[config.mk]
export PLATFORM = sky130hd
export DESIGN_NAME = uart_channel_interrupt_logic
export DESIGN_NICKNAME = d
export VERILOG_FILES = /design/src/uart_irq_pkg.sv /design/src/uart_channel_interrupt_logic.sv
export SDC_FILE = /design/constraint.sdc
export NUM_CORES = 1
export LEC_CHECK = 0
export BUFFER_PORTS_ARGS = -buffer_cell sky130_fd_sc_hd__buf_2
export CAP_MARGIN = 20
export CORE_UTILIZATION = 30
export CTS_BUF_LIST = sky130_fd_sc_hd__clkbuf_8
export CTS_CLUSTER_DIAMETER = 50
export DETAILED_ROUTE_END_ITERATION = 8
export GPL_ROUTABILITY_DRIVEN = 0
export HOLD_SLACK_MARGIN = 0.06
export SYNTH_ARGS = -nofsm -noshare
export SYNTH_HDL_FRONTEND = slang
export SYNTH_SLANG_ARGS = --single-unit
[constraint.sdc]
create_clock -name clk -period 2.7 [get_ports clk]
set_input_delay 0.27 -clock clk [delete_from_list [all_inputs] [get_ports clk]]
set_output_delay 0.27 -clock clk [all_outputs]
set_load 0.02 [all_outputs]
[src/uart_irq_pkg.sv]
`default_nettype none
package uart_irq_pkg;

  // ==========================================================================
  // register map
  // ==========================================================================
  localparam int          ADDR_W        = 3;
  localparam logic [2:0]  ADDR_ENABLE   = 3'h1;
  localparam logic [2:0]  ADDR_IDENTIFY = 3'h2;
  localparam logic [7:0]  ENABLE_RST    = 8'h00;
  localparam logic [7:0]  RDATA_IDLE    = 8'h00;

  // enable register bit positions
  localparam int EN_RXDATA = 0;
  localparam int EN_THR    = 1;
  localparam int EN_LSR    = 2;
  localparam int EN_MODEM  = 3;
  localparam int EN_SLEEP  = 4;
  localparam int EN_XOFF   = 5;
  localparam int EN_RTS    = 6;
  localparam int EN_CTS    = 7;

  // enhanced bits 7:4 only take effect with the enhanced-function enable
  localparam logic [7:0] EN_BASIC_MASK = 8'h0f;
  localparam logic [7:0] EN_FULL_MASK  = 8'hff;

  // ==========================================================================
  // identify register bits 5:0 per priority level
  // ==========================================================================
  localparam logic [5:0] ID_LSR    = 6'h06;
  localparam logic [5:0] ID_TOUT   = 6'h0c;
  localparam logic [5:0] ID_RXDATA = 6'h04;
  localparam logic [5:0] ID_THR    = 6'h02;
  localparam logic [5:0] ID_MODEM  = 6'h00;
  localparam logic [5:0] ID_XOFF   = 6'h10;
  localparam logic [5:0] ID_FLOW   = 6'h20;
  localparam logic [5:0] ID_NONE   = 6'h01;

  // ==========================================================================
  // receive time-out: four character times plus twelve bit times
  // ==========================================================================
  localparam int TOUT_CHARS = 4;
  localparam int TOUT_EXTRA = 12;

  // presented priority level, one-hot
  typedef enum logic [7:0] {
    LVL_NONE   = 8'h01,
    LVL_LSR    = 8'h02,
    LVL_TOUT   = 8'h04,
    LVL_RXDATA = 8'h08,
    LVL_THR    = 8'h10,
    LVL_MODEM  = 8'h20,
    LVL_XOFF   = 8'h40,
    LVL_FLOW   = 8'h80
  } level_t;

endpackage
`default_nettype wire

[src/uart_channel_interrupt_logic.sv]
// Notes on behaviour
// RL1: each of seven sources can raise irqOut alone once its enable bit is one
// RL2: masked sources never raise irqOut, save a cts/rts rise caught before its bit cleared; status tracking still runs
// RL3: enable bit 7 allows interrupt on rising cts, only with enhanced enable
// RL4: enable bit 6 allows interrupt on rising rts, only with enhanced enable
// RL5: enable bit 5 allows interrupt on stop character, only with enhanced enable
// RL6: enable bit 4 selects sleep mode when enhanced enable is one
// RL7: enable bit 3 unmasks the modem status interrupt
// RL8: enable bit 2 unmasks line status interrupt, raised by any of bits 4:1
// RL9: overrun flag raises its interrupt as soon as the overflowing frame arrives
// RL10: break, framing, parity raise interrupt when the bad character is read
// RL11: enable bit 1 unmasks the transmit holding empty interrupt
// RL12: enable bit 0 unmasks receive data available and receive time-out
// RL13: all enable bits reset to zero
// RL14: identify read freezes and presents the highest of seven levels
// RL15: new events keep recording during a read; presented value stays fixed
// RL16: identify bits 7:6 read 11 with FIFOs enabled, 00 otherwise
// RL17: identify bit 5 set when rts or cts rose
// RL18: identify bit 4 set on stop or special character match
// RL19: identify bit 0 is zero while anything pends, one otherwise and at reset
// RL20: levels 1 to 3 read 000110, 001100, 000100
// RL21: level 4 reads 000010, level 5 reads 000000
// RL22: level 6 reads 010000, level 7 100000, idle 000001
// RL23: transmit empty interrupt clears on identify read or transmit write
// RL24: trigger-level interrupt holds until fill count drops below trigger
// RL25: time-out fires after 4 characters plus 12 bits idle, clears on data read
// RL26: stop/special interrupt clears on identify read or resume char; special also on next char
// RL27: irqOut is high exactly while identify bit 0 shows a pending interrupt
`timescale 1ns/10ps
`default_nettype none

module uart_channel_interrupt_logic #(
  parameter int CHAR_BITS  = 10,
  parameter int FIFO_CNT_W = 7
) (
  input  wire logic                  clk,
  input  wire logic                  resetn,
  input  wire logic [2:0]            regAddr,
  input  wire logic [7:0]            regWrData,
  input  wire logic                  regWr,
  input  wire logic                  regRd,
  output logic      [7:0]            regRdData,
  input  wire logic                  enhanced,
  input  wire logic                  fifoEnable,
  input  wire logic                  overrunEvt,
  input  wire logic                  errRead,
  input  wire logic [2:0]            errBits,
  input  wire logic                  lsrRead,
  input  wire logic [FIFO_CNT_W-1:0] rxFill,
  input  wire logic [FIFO_CNT_W-1:0] rxTrig,
  input  wire logic                  rxCharEvt,
  input  wire logic                  rxDataRead,
  input  wire logic                  bitTick,
  input  wire logic                  txEmpty,
  input  wire logic                  txWrite,
  input  wire logic [3:0]            msrDelta,
  input  wire logic                  msrRead,
  input  wire logic                  xoffMatch,
  input  wire logic                  specialMatch,
  input  wire logic                  xonMatch,
  input  wire logic                  cts,
  input  wire logic                  rts,
  output logic                       irqOut,
  output logic                       sleepMode,
  output logic      [3:0]            lineErr
);

  // ==========================================================================
  // state
  // ==========================================================================
  localparam int         TOUT_BITS = uart_irq_pkg::TOUT_CHARS * CHAR_BITS
                                     + uart_irq_pkg::TOUT_EXTRA;
  localparam logic [7:0] TOUT_CNT  = 8'(TOUT_BITS);

  typedef struct packed {
    logic [7:0]           enable;
    logic [3:0]           lineErr;
    logic [7:0]           toutCnt;
    logic                 toutFlag;
    logic                 thrFlag;
    logic                 txEmptyPrev;
    logic                 xoffFlag;
    logic                 xoffSpecial;
    logic                 ctsPrev;
    logic                 rtsPrev;
    logic                 flowFlag;
    uart_irq_pkg::level_t level;
    logic                 irq;
    logic [7:0]           rdData;
  } state_t;

  state_t     st_ff;
  state_t     nxt_st;
  logic [7:0] effEn;
  logic       idRead;
  logic       counting;
  logic       dataReady;

  function automatic logic [5:0] levelCode(input uart_irq_pkg::level_t lvl);
    case (lvl)
      uart_irq_pkg::LVL_LSR:    levelCode = uart_irq_pkg::ID_LSR;    // RL20
      uart_irq_pkg::LVL_TOUT:   levelCode = uart_irq_pkg::ID_TOUT;   // RL20
      uart_irq_pkg::LVL_RXDATA: levelCode = uart_irq_pkg::ID_RXDATA; // RL20
      uart_irq_pkg::LVL_THR:    levelCode = uart_irq_pkg::ID_THR;    // RL21
      uart_irq_pkg::LVL_MODEM:  levelCode = uart_irq_pkg::ID_MODEM;  // RL21
      uart_irq_pkg::LVL_XOFF:   levelCode = uart_irq_pkg::ID_XOFF;   // RL22 RL18
      uart_irq_pkg::LVL_FLOW:   levelCode = uart_irq_pkg::ID_FLOW;   // RL22 RL17
      default:                  levelCode = uart_irq_pkg::ID_NONE;   // RL22 RL19
    endcase
  endfunction

  // ==========================================================================
  // next state
  // ==========================================================================
  always_comb begin
    nxt_st = st_ff;
    effEn  = st_ff.enable & (enhanced ? uart_irq_pkg::EN_FULL_MASK
                                      : uart_irq_pkg::EN_BASIC_MASK); // RL3 RL4 RL5 RL6
    idRead = regRd && (regAddr == uart_irq_pkg::ADDR_IDENTIFY);

    // line status keeps tracking whatever the mask; set wins over the clear
    nxt_st.lineErr = (st_ff.lineErr & {4{~lsrRead}})
                     | {(errRead ? errBits : 3'h0), overrunEvt}; // RL2 RL9 RL10

    // transmit empty edge, cleared by a presented identify read or a new byte
    nxt_st.txEmptyPrev = txEmpty;
    nxt_st.thrFlag = (txEmpty & ~st_ff.txEmptyPrev)
                     | (st_ff.thrFlag & ~(txWrite
                        | (idRead && st_ff.level == uart_irq_pkg::LVL_THR))); // RL23

    // time-out counts bit ticks in FIFO mode while data waits and nothing happens
    counting = fifoEnable && (rxFill != '0) && !rxCharEvt && !rxDataRead;
    if (!counting) begin
      nxt_st.toutCnt = 8'h00;
    end else if (bitTick && st_ff.toutCnt != TOUT_CNT) begin
      nxt_st.toutCnt = st_ff.toutCnt + 8'h01;
    end
    nxt_st.toutFlag = (counting && bitTick && st_ff.toutCnt == TOUT_CNT - 8'h01)
                      | (st_ff.toutFlag & ~rxDataRead); // RL25

    // trigger level in FIFO mode, any character otherwise
    dataReady = fifoEnable ? ((rxFill >= rxTrig) && (rxFill != '0))
                           : (rxFill != '0); // RL24

    // stop or special character; special also ends on the next character
    if (xoffMatch || specialMatch) begin
      nxt_st.xoffFlag    = 1'b1;
      nxt_st.xoffSpecial = specialMatch & ~xoffMatch;
    end else if (xonMatch || (st_ff.xoffSpecial && rxCharEvt)
                 || (idRead && st_ff.level == uart_irq_pkg::LVL_XOFF)) begin
      nxt_st.xoffFlag    = 1'b0; // RL26
      nxt_st.xoffSpecial = 1'b0;
    end

    // flow-control pin rises, only caught while enabled so stale edges stay out
    nxt_st.ctsPrev = cts;
    nxt_st.rtsPrev = rts;
    nxt_st.flowFlag = (cts & ~st_ff.ctsPrev & effEn[uart_irq_pkg::EN_CTS])   // RL3
                      | (rts & ~st_ff.rtsPrev & effEn[uart_irq_pkg::EN_RTS]) // RL4
                      | (st_ff.flowFlag & ~(msrRead
                         || (idRead && st_ff.level == uart_irq_pkg::LVL_FLOW)));

    // priority resolution of unmasked sources
    if (effEn[uart_irq_pkg::EN_LSR] && st_ff.lineErr != 4'h0) begin
      nxt_st.level = uart_irq_pkg::LVL_LSR; // RL8
    end else if (effEn[uart_irq_pkg::EN_RXDATA] && st_ff.toutFlag) begin
      nxt_st.level = uart_irq_pkg::LVL_TOUT; // RL12
    end else if (effEn[uart_irq_pkg::EN_RXDATA] && dataReady) begin
      nxt_st.level = uart_irq_pkg::LVL_RXDATA; // RL12
    end else if (effEn[uart_irq_pkg::EN_THR] && st_ff.thrFlag) begin
      nxt_st.level = uart_irq_pkg::LVL_THR; // RL11
    end else if (effEn[uart_irq_pkg::EN_MODEM] && msrDelta != 4'h0) begin
      nxt_st.level = uart_irq_pkg::LVL_MODEM; // RL7
    end else if (effEn[uart_irq_pkg::EN_XOFF] && st_ff.xoffFlag) begin
      nxt_st.level = uart_irq_pkg::LVL_XOFF; // RL5
    end else if (st_ff.flowFlag) begin
      nxt_st.level = uart_irq_pkg::LVL_FLOW; // RL3 RL4
    end else begin
      nxt_st.level = uart_irq_pkg::LVL_NONE; // RL2
    end
    nxt_st.irq = (nxt_st.level != uart_irq_pkg::LVL_NONE); // RL1 RL27

    // read returns the level registered before the strobe, so it cannot
    // shift under the access while new events keep landing in the flags
    nxt_st.rdData = uart_irq_pkg::RDATA_IDLE;
    if (regRd) begin
      case (regAddr)
        uart_irq_pkg::ADDR_ENABLE: begin
          nxt_st.rdData = st_ff.enable;
        end
        uart_irq_pkg::ADDR_IDENTIFY: begin
          nxt_st.rdData = {{2{fifoEnable}}, levelCode(st_ff.level)}; // RL14 RL15 RL16
        end
        default: begin
          nxt_st.rdData = uart_irq_pkg::RDATA_IDLE;
        end
      endcase
    end

    if (regWr && regAddr == uart_irq_pkg::ADDR_ENABLE) begin
      nxt_st.enable = regWrData; // RL1
    end
  end

  // ==========================================================================
  // registers
  // ==========================================================================
  always_ff @(posedge clk or negedge resetn) begin
    if (!resetn) begin
      st_ff.enable      <= uart_irq_pkg::ENABLE_RST; // RL13
      st_ff.lineErr     <= 4'h0;
      st_ff.toutCnt     <= 8'h00;
      st_ff.toutFlag    <= 1'b0;
      st_ff.thrFlag     <= 1'b0;
      st_ff.txEmptyPrev <= 1'b0;
      st_ff.xoffFlag    <= 1'b0;
      st_ff.xoffSpecial <= 1'b0;
      st_ff.ctsPrev     <= 1'b0;
      st_ff.rtsPrev     <= 1'b0;
      st_ff.flowFlag    <= 1'b0;
      st_ff.level       <= uart_irq_pkg::LVL_NONE; // RL19
      st_ff.irq         <= 1'b0;
      st_ff.rdData      <= uart_irq_pkg::RDATA_IDLE;
    end else begin
      st_ff <= nxt_st;
    end
  end

  assign regRdData = st_ff.rdData;
  assign irqOut    = st_ff.irq;
  assign lineErr   = st_ff.lineErr;
  // sleep is a level to the rest of the channel; it drops with the enable bit
  assign sleepMode = st_ff.enable[uart_irq_pkg::EN_SLEEP] & enhanced; // RL6
endmodule
`default_nettype wire

Word level (Yosys, flattened, before mapping)
Cells that the tools add are included.
{"block": "classes", "add_sub_neg": 1, "order_cmp": 1, "eq_ne": 13, "muxes": 17, "bitwise_logic": 26, "reduce_logical": 29}
{"cell": "8-bit 2-to-1 mux", "n": 11}
{"cell": "6-bit case mux with 7 select lines", "n": 1}
{"cell": "1-bit logical AND", "n": 19}
{"cell": "8-bit by 6-bit == test with 1-bit output, second input constant", "n": 2}
{"cell": "8-bit case mux with 2 select lines", "n": 1}
{"cell": "1-bit bitwise AND", "n": 10}
{"cell": "8-bit by 1-bit adder with 8-bit output, second input constant", "n": 1}
{"cell": "8-bit bitwise AND", "n": 1}
{"cell": "8-bit by 2-bit == test with 1-bit output, second input constant", "n": 1}
{"cell": "8-bit by 3-bit == test with 1-bit output, second input constant", "n": 1}
{"cell": "8-bit by 4-bit == test with 1-bit output, second input constant", "n": 1}
{"cell": "8-bit by 5-bit == test with 1-bit output, second input constant", "n": 1}
{"cell": "8-bit by 7-bit == test with 1-bit output, second input constant", "n": 1}
{"cell": "8-bit == test, second input constant", "n": 1}
{"cell": "8-bit by 1-bit inequality test with 1-bit output, second input constant", "n": 1}
{"cell": "8-bit by 6-bit inequality test with 1-bit output, second input constant", "n": 1}
{"cell": "1-bit inverter", "n": 8}
{"cell": "4-bit nonzero test", "n": 2}
{"cell": "7-bit greater-or-equal comparator", "n": 1}
{"cell": "7-bit nonzero test", "n": 1}
{"cell": "1-bit bitwise OR", "n": 5}
{"cell": "4-bit bitwise AND", "n": 1}
{"cell": "1-bit logical OR", "n": 4}
{"cell": "2-bit 2-to-1 mux", "n": 2}
{"cell": "other kinds (8)", "n": 9}
{"block": "totals", "regBits": 45, "input_bits": 52, "output_inout_bits": 14, "word_cells": 101}

Depth between registers and ports, before layout
Gate-level depths: netlist of the first run.
{"block": "logic_depth", "depth_word": 10, "ltp_mapped": 7, "ltp_nobuf": 7}

Least setup slack after synthesis of the first run
OpenSTA, ideal clock, no wires.
{"block": "synth_path", "kind": "reg-to-reg", "from": "register st_ff[10] (netlist name)", "to": "register st_ff[17] (netlist name)", "setup_ps": 121, "arrival_time_ps": 1904, "t_required_ps": 2579, "slack_ps": 675, "stages_incl_launch_ff": 5, "n_path_buf": 0, "period_less_slack_ps": 2025, "path_cell_list": "dfrtp_1 or4_4 or4_1 or3_1 a32o_2"}
{"item": "from (decl)", "line_no": "uart_channel_interrupt_logic.sv:92", "text": "state_t st_ff;"}
{"item": "from (signal assigned)", "line_no": "uart_channel_interrupt_logic.sv:225", "text": "st_ff <= nxt_st;"}

==> impl_metrics.ini, run 1 <==
[logic_synthesis]
ys.flop_type = dfrtp_1
synth_seq_cells = 45
yosysSeqAreaShare_pct = 50.6
synthDominantCellAreaShare_pct = 49.4
synth_fp_nets = 275
syn_inst = 214
synth_area_leaders = dfrtp_1 (49%), ha_1 (5.1%), buf_4 (4.0%)
synth-edff-count = 0
synth_top_area_cell = dfrtp_1
syn-cell-area_um2 = 2230
synth_area_per_cell_um2 = 10.4
synthDistinctLibCells = 43
synth-warning-count = 0
synthArstFlopShare_pct = 100

[pwr]
ir_drop_mv = 0.272
power.density_nw_per_um2 = 548
p_leak_nw = 1.33

[worst_setup_path]
path_buf_inv = 0
cp.depth = 4
critical_path.top_delay_family = simple AND/OR/NAND/NOR gates
crit_path_start_kind = flip-flop
endpoint = st_ff[17]
critPathSlowestCell = or4_4
r2r_start = st_ff[10]
rrSetupSlack_ns = 0.60
cp_max_fo = 5
crit_chain = or4_4 -> or4_1 -> or3_1 -> a32o_2
rr_worst_depth = 4
critical_path_class = reg2reg
crit_start = st_ff[10]
slowest_delay_ns = 0.56
end_kind = flip-flop
reg2reg_to = st_ff[17]
required_ns = 2.89
crit_arrival_ns = 2.29

[die]
ioPinCount = 66
dieHeight_um = 88.2
coreArea_um2 = 7210
chipWidth_um = 88.2
rows = 31
initial_core_util_pct = 30.9
die_area_um2 = 7770

[clock_tree]
cts.path.max_buffers = 2
cts_tree = built
htreeDepth = 2
clk_pin_slew_ns = 0.09
clk_latency_ns = 0.29
cts_resized = 0
root_buffer = clkbuf_8
cts.sinks = 45
cts_buffers = 5

[drt]
drc_errors = 0
firstDrtPassIters = 4
drt_iter0_markers = 59
vias_per_cell = 4.57
ant_nets = 0
wl_mm = 4.77
vias = 1719
wl_per_cell_um = 12.7

[timing]
rsz0062_at_grt = false
hold_viol_final = 0
clock.fmax_mhz = 476
timing.hold.ws_ns = 0.0913
fin_skew_ns = 0.00897
tightest_slew_ns = 0.580
slew_headroom_pct = 60.8
fin_crit_sh_pct = 77.8
setup_viol = 0
setup_tns_ns = 0
slew_viol_final = 0
period_needed_ns = 2.10

[layout]
fin_nets = 337
layout_common_cells = buf_2 (65), dfrtp_1 (44), nand2_1 (20), nor2_1 (20), inv_1 (17)
area_delta_synth_final_pct = 22.3
layout-drive-gt1-share_pct = 33.2
nFillCells = 760
final_common_cell = buf_2
n_antenna_cell = 0
design_area_um2 = 2720

[min_path]
hp-class = in2reg
min_delay_path_depth = 1

[grt]
grt-ovfl-total = 0
antenna_found_initial = 0
grt_pass1_wl_mm = 7.79
grt_pass1_vias = 1733
grt_max_degree = 46
track_usage_pct = 13.1

[placed_design]
place_area_um2 = 2600
io_buffers = 65
dp_hpwl_mm = 3.70

[job]
cap_violations = 0

[outcome]
status = completed
-- Yosys cell counts (5+ instances only) --
cell type	n
a21oi_1	6
buf_4	12
dfrtp_1	44
ha_1	9
inv_1	17
mux2_2	8
nand2_1	20
nand3_1	8
nor2_1	20
nor3_1	6
xor2_1	5
-- state kept, by name (all words and copies together) (netlist names) --
signal	count
st_ff	32
regRdData	8
lineErr	4
irqOut	1
-- worst reg2reg max path, delay by kind of cell, from the launching register on --
family	cells	cell delay (ns)
DFF	1	0.44
and+or+nand+nor	3	1.30
AOI/OAI and AO/OA	1	0.27
-- cells by family after synthesis --
| logic type | count (synthesis) | synth area share [%] |
|---|---|---|
| AOI/OAI and AO/OA | 26 | 8.71 |
| xor gates and xnor gates | 9 | 3.54 |
| adders and majority gates | 9 | 5.06 |
| buffers and inverters | 32 | 7.42 |
| DFF | 45 | 50.6 |
| muxes | 9 | 4.49 |
| and+or+nand+nor | 84 | 20.2 |
-- power breakdown --
group / switching, mW / internal (mW) / total (mW)
Clock: 0.234 / 0.184 / 0.418
Sequential: 0.0563 / 0.739 / 0.795
Combinational: 0.142 / 0.137 / 0.279
-- per-layer routing --
metal  routed length (um)  vias up  GRT usage, %
li1                     -      869             -
met1                 2190      813          16.7
met2                 2380       35          22.7
met3                  169        2          2.64
met4                   24        0          3.08
met5                    0        -             0
-- cell type report --
class,instances,area (um2),area share [%]
Clock buffer,5,68.8,2.53
Clock inverter,3,21.3,0.781
Timing Repair Buffer,70,378,13.9
Tap cell,99,124,4.55
Inverter,17,63.8,2.34
Multi-Input combinational cell,137,941,34.5
Sequential cell,45,1130,41.4
-- per-stage QoR --
step	util [%]	power (mW)	setup WS, ns	instances
2_1_floorplan	-	0.976	0.675	214
3_3_place_gp	36.1	1.08	0.626	366
3_5_place_dp	36.1	1.09	0.610	366
4_1_cts	37.3	1.51	0.596	374
5_1_grt	37.8	1.59	0.533	376
6_report	37.8	1.49	0.600	376
-- how the worst min path moves through the flow --
| stage | start | to | slack [ns] |
|---|---|---|---|
| final | rts | st_ff[18] | 0.09 |
| after global routing | rts | st_ff[18] | 0.07 |
| after CTS | rts | st_ff[18] | 0.08 |
| after detailed placement | txEmpty | st_ff[22] | 0.39 |
| after global placement | txEmpty | st_ff[22] | 0.39 |
| after floorplan | resetn | irqOut | -0.03 |
-- repair_timing --
item	4_1_cts	5_1_grt
endpoints found under the hold margin	0	7
hold buffers	0	1
setup buffers	0	0
Note: power is estimated with default switching activity, not from simulation.
==> inputs of run 2 (changes only) <==
clock period = 1.7 ns   (was 2.7 ns; I/O delays follow)
==> impl_metrics.ini, run 2 (synthesized netlist as in run 1, its figures left out) <==
[outcome]
status = finished with violations
failed_checks = negative setup slack

[clock_tree]
clk_latency_ns = 0.31
clk_pin_slew_ns = 0.10
cts.sinks = 45
cts_tree = built
root_buffer = clkbuf_8
cts.path.max_buffers = 2
htreeDepth = 2
cts_buffers = 5

[placed_design]
io_buffers = 65
place_area_um2 = 2750
post-place-cells = 383
dp_hpwl_mm = 3.83

[die]
die_area_um2 = 7770
initial_core_util_pct = 30.9
ioPinCount = 66
dieHeight_um = 88.2
chipWidth_um = 88.2
coreArea_um2 = 7210
rows = 31

[worst_setup_path]
crit_arrival_ns = 2.25
critical_path_class = reg2reg
end_kind = flip-flop
required_ns = 1.91
cp_max_fo = 2
crit_path_start_kind = flip-flop

[timing]
setup_tns_ns = -0.838
setup_viol = 6
fin_skew_ns = 0.0114
rsz0062_at_grt = true
period_needed_ns = 2.04
clock.fmax_mhz = 490
slew_headroom_pct = 62.2
hold_viol_final = 0
setup_ws_ns = -0.343
fin_crit_sh_pct = 120
slew_viol_final = 0
tightest_slew_ns = 0.567

[grt]
grt_pass1_wl_mm = 8.26
track_usage_pct = 14.2
grt_max_degree = 46
grt_pass1_vias = 1836
antenna_found_initial = 0
grt-ovfl-total = 0

[drt]
wl_mm = 5.06
ant_nets = 0
drt_iter0_markers = 66
drc_errors = 0
vias = 1829
firstDrtPassIters = 4
wl_per_cell_um = 12.6
vias_per_cell = 4.56

[job]
cap_violations = 0

[pwr]
ir_drop_mv = 0.416
power.density_nw_per_um2 = 888
p_leak_nw = 1.49

[layout]
design_area_um2 = 3000
layout.cells.non_filler = 401
layout_common_cells = buf_2 (65), dfrtp_1 (44), buf_4 (23)
area_delta_synth_final_pct = 34.9
fin_nets = 362
layout-drive-gt1-share_pct = 39.7
n_antenna_cell = 0
final_common_cell = buf_2
largest_reg_flops = 32
top_register = st_ff

[min_path]
hp-class = in2reg
[run 2: cell types whose count changed in the layout (fill, tap and decap cells not counted), sizes merged]
cell | previous run | this run
clkinvlp | 1 | 0
dlygate4sd3 | 1 | 6
inv | 18 | 19
clkinv | 1 | 0
buf | 69 | 89
bufinv | 0 | 1
[run 2: final cells by class]
cell class / instances / area, um2
Inverter: 17 / 63.8
Clock buffer: 5 / 68.8
Sequential cell: 45 / 1130
Timing Repair Buffer: 95 / 569
Tap cell: 99 / 124
Fill cell: 722 / 4210
Multi-Input combinational cell: 137 / 1000
Clock inverter: 3 / 47.5
[run 2: worst paths after layout]
path	start	end	slack, ns	depth (start not counted)
worst max-delay path	st_ff[10]	st_ff[17]	-0.34	4
worst min-delay path	errBits[1]	lineErr[2]	0.08	2
worst max register to register	st_ff[10]	st_ff[17]	-0.34	4
worst min register to register	st_ff[22]	st_ff[23]	0.43	1
max in group asynchronous	resetn	st_ff[28]	0.84	3
min in group asynchronous	resetn	lineErr[2]	0.47	3
[run 2: layer usage]
layer | vias to the layer above | GRT usage [%] | wire length [um]
li1 | 919 | - | -
met5 | - | 0 | 0
met4 | 0 | 5.28 | 68
met2 | 44 | 25.9 | 2510
met3 | 7 | 3.39 | 266
met1 | 859 | 15.9 | 2220
[run 2: through the flow]
step	hold WS [ns]	total power, mW	setup slack [ns]	utilization (%)
after floorplan	-0.126	1.55	-0.325	-
after global placement	0.282	1.78	-0.307	38.1
after detailed placement	0.294	1.79	-0.350	38.1
after CTS	0.0658	2.69	-0.349	41.0
after global routing	0.0779	2.82	-0.383	41.6
final	0.0760	2.67	-0.343	41.6
[run 2: repair_timing]
action	in CTS	in global routing
pin swaps	6	2
setup buffers	1	3
endpoints found under the setup margin	7	9
resized for setup	5	4
gates cloned	0	0
hold buffers	6	0
endpoints found under the hold margin	49	0
[run 2: critical path, cell delays in order, from the launching register on]
cell and delay [ns]:
dfrtp_1 0.39, or4_4 0.53, or4_4 0.42, or3_4 0.34, a32o_2 0.27
[run 2: power breakdown]
part | total (mW) | switching, mW | internal [mW]
Sequential | 1.25 | 0.0760 | 1.17
Combinational | 0.567 | 0.272 | 0.295
Clock | 0.851 | 0.402 | 0.449
Total | 2.67 | 0.750 | 1.92
==> inputs of run 3 (changes only) <==
PLACE_DENSITY = 0.63   (was not set)
==> impl_metrics.ini, run 3 (synthesized netlist as in run 1, its figures left out) <==
[worst_setup_path]
path_buf_inv = 0
crit_start = st_ff[9]
rr_worst_depth = 4
endpoint = st_ff[17]
r2r_start = st_ff[9]
cp_max_fo = 2
critical_path.top_delay_family = simple AND/OR/NAND/NOR gates
crit_top_cell = or4_4
crit_arrival_ns = 2.22
crit_path_start_kind = flip-flop
required_ns = 1.89
critPathSlowestCell = or4_4
slowest_delay_ns = 0.53
reg2reg_to = st_ff[17]
crit_chain = or4_4 -> or4_4 -> or3_4 -> a32o_2
rrSetupSlack_ns = -0.33
critical_path_class = reg2reg
cp.depth = 4
end_kind = flip-flop

[clock_tree]
cts.sinks = 45
cts_tree = built
cts.path.max_buffers = 2
clk_latency_ns = 0.30
root_buffer = clkbuf_8
cts_buffers = 5
htreeDepth = 2
clk_pin_slew_ns = 0.09

[grt]
grt_pass1_vias = 1766
antenna_found_initial = 0
grt_max_degree = 19
grt_pass1_wl_mm = 8.09
grt-ovfl-total = 0
track_usage_pct = 13.7

[timing]
rsz0062_at_grt = true
fin_skew_ns = 0.0109
setup_viol = 7
slew_viol_final = 0
slew_headroom_pct = 71.7
fin_crit_sh_pct = 119
setup_tns_ns = -0.896
period_needed_ns = 2.03
clock.fmax_mhz = 493
hold_viol_final = 0
tightest_slew_ns = 0.424
timing.hold.ws_ns = 0.0869
setup_ws_ns = -0.330

[die]
ioPinCount = 66
rows = 31
initial_core_util_pct = 30.9
dieHeight_um = 88.2
chipWidth_um = 88.2
coreArea_um2 = 7210
die_area_um2 = 7770

[layout]
final_common_cell = buf_2
fin_nets = 364
n_antenna_cell = 0
top_register = st_ff
largest_reg_flops = 32
area_delta_synth_final_pct = 34.6
layout-drive-gt1-share_pct = 40.1
layout_common_cells = buf_2 (65), dfrtp_1 (44), buf_4 (25)

[pwr]
design_power_total_mw = 2.49
ir_drop_mv = 0.358
power.density_nw_per_um2 = 831
p_leak_nw = 1.48

[outcome]
failed_checks = negative setup slack
status = finished with violations

[drt]
ant_nets = 0
vias_per_cell = 4.49
wl_per_cell_um = 12.2
firstDrtPassIters = 4
vias = 1808
drc_errors = 0
wl_mm = 4.91
drt_iter0_markers = 47

[placed_design]
post-place-ws_ns = -0.320
dp_hpwl_mm = 3.83
io_buffers = 65

[job]
cap_violations = 0

[min_path]
hp-class = in2reg
## run 3: worst min path at each step
stage	to	slack, ns	cells after the start	startpoint
detailed placement	lineErr[2]	0.13	1	resetn
finish	lineErr[3]	0.09	2	errBits[2]
floorplan	irqOut	-0.13	0	resetn
global placement	lineErr[2]	0.13	1	resetn
global route	st_ff[41]	0.07	2	regWrData[4]
CTS	lineErr[3]	0.08	2	errBits[2]
## run 3: area by class of cell
type	count	area [um2]
Fill cell	730	4220
Sequential cell	45	1130
Multi-Input combinational cell	137	1000
Inverter	17	63.8
Clock buffer	5	68.8
Timing Repair Buffer	97	584
Tap cell	99	124
Clock inverter	3	25.0
## run 3: stage by stage
step | instance area, um2 | std cells | util [%]
4_1_cts | 2950 | 401 | 40.9
6_report | 3000 | 403 | 41.5
2_1_floorplan | 2240 | 214 | -
3_5_place_dp | 2770 | 386 | 38.4
5_1_grt | 3000 | 403 | 41.5
3_3_place_gp | 2770 | 386 | 38.4
## run 3: metal layers
layer  vias up  track usage [%]  wire length (um)
li1        919                -                 -
met1       839             17.9              2280
met2        48             23.3              2370
met3         2             3.20               239
met4         0             3.08                24
met5         -                0                 0
## run 3: timing repair
item	in CTS	in global routing
hold buffers	6	0
setup buffers	1	2
endpoints found under the hold margin	21	0
setup endpoints to repair	7	10
gates resized for setup	4	5
pin swaps	5	3
## run 3: power by group
part | total (mW) | switching (mW) | internal [mW]
registers | 1.25 | 0.0740 | 1.17
logic | 0.574 | 0.276 | 0.298
clock network | 0.669 | 0.373 | 0.297
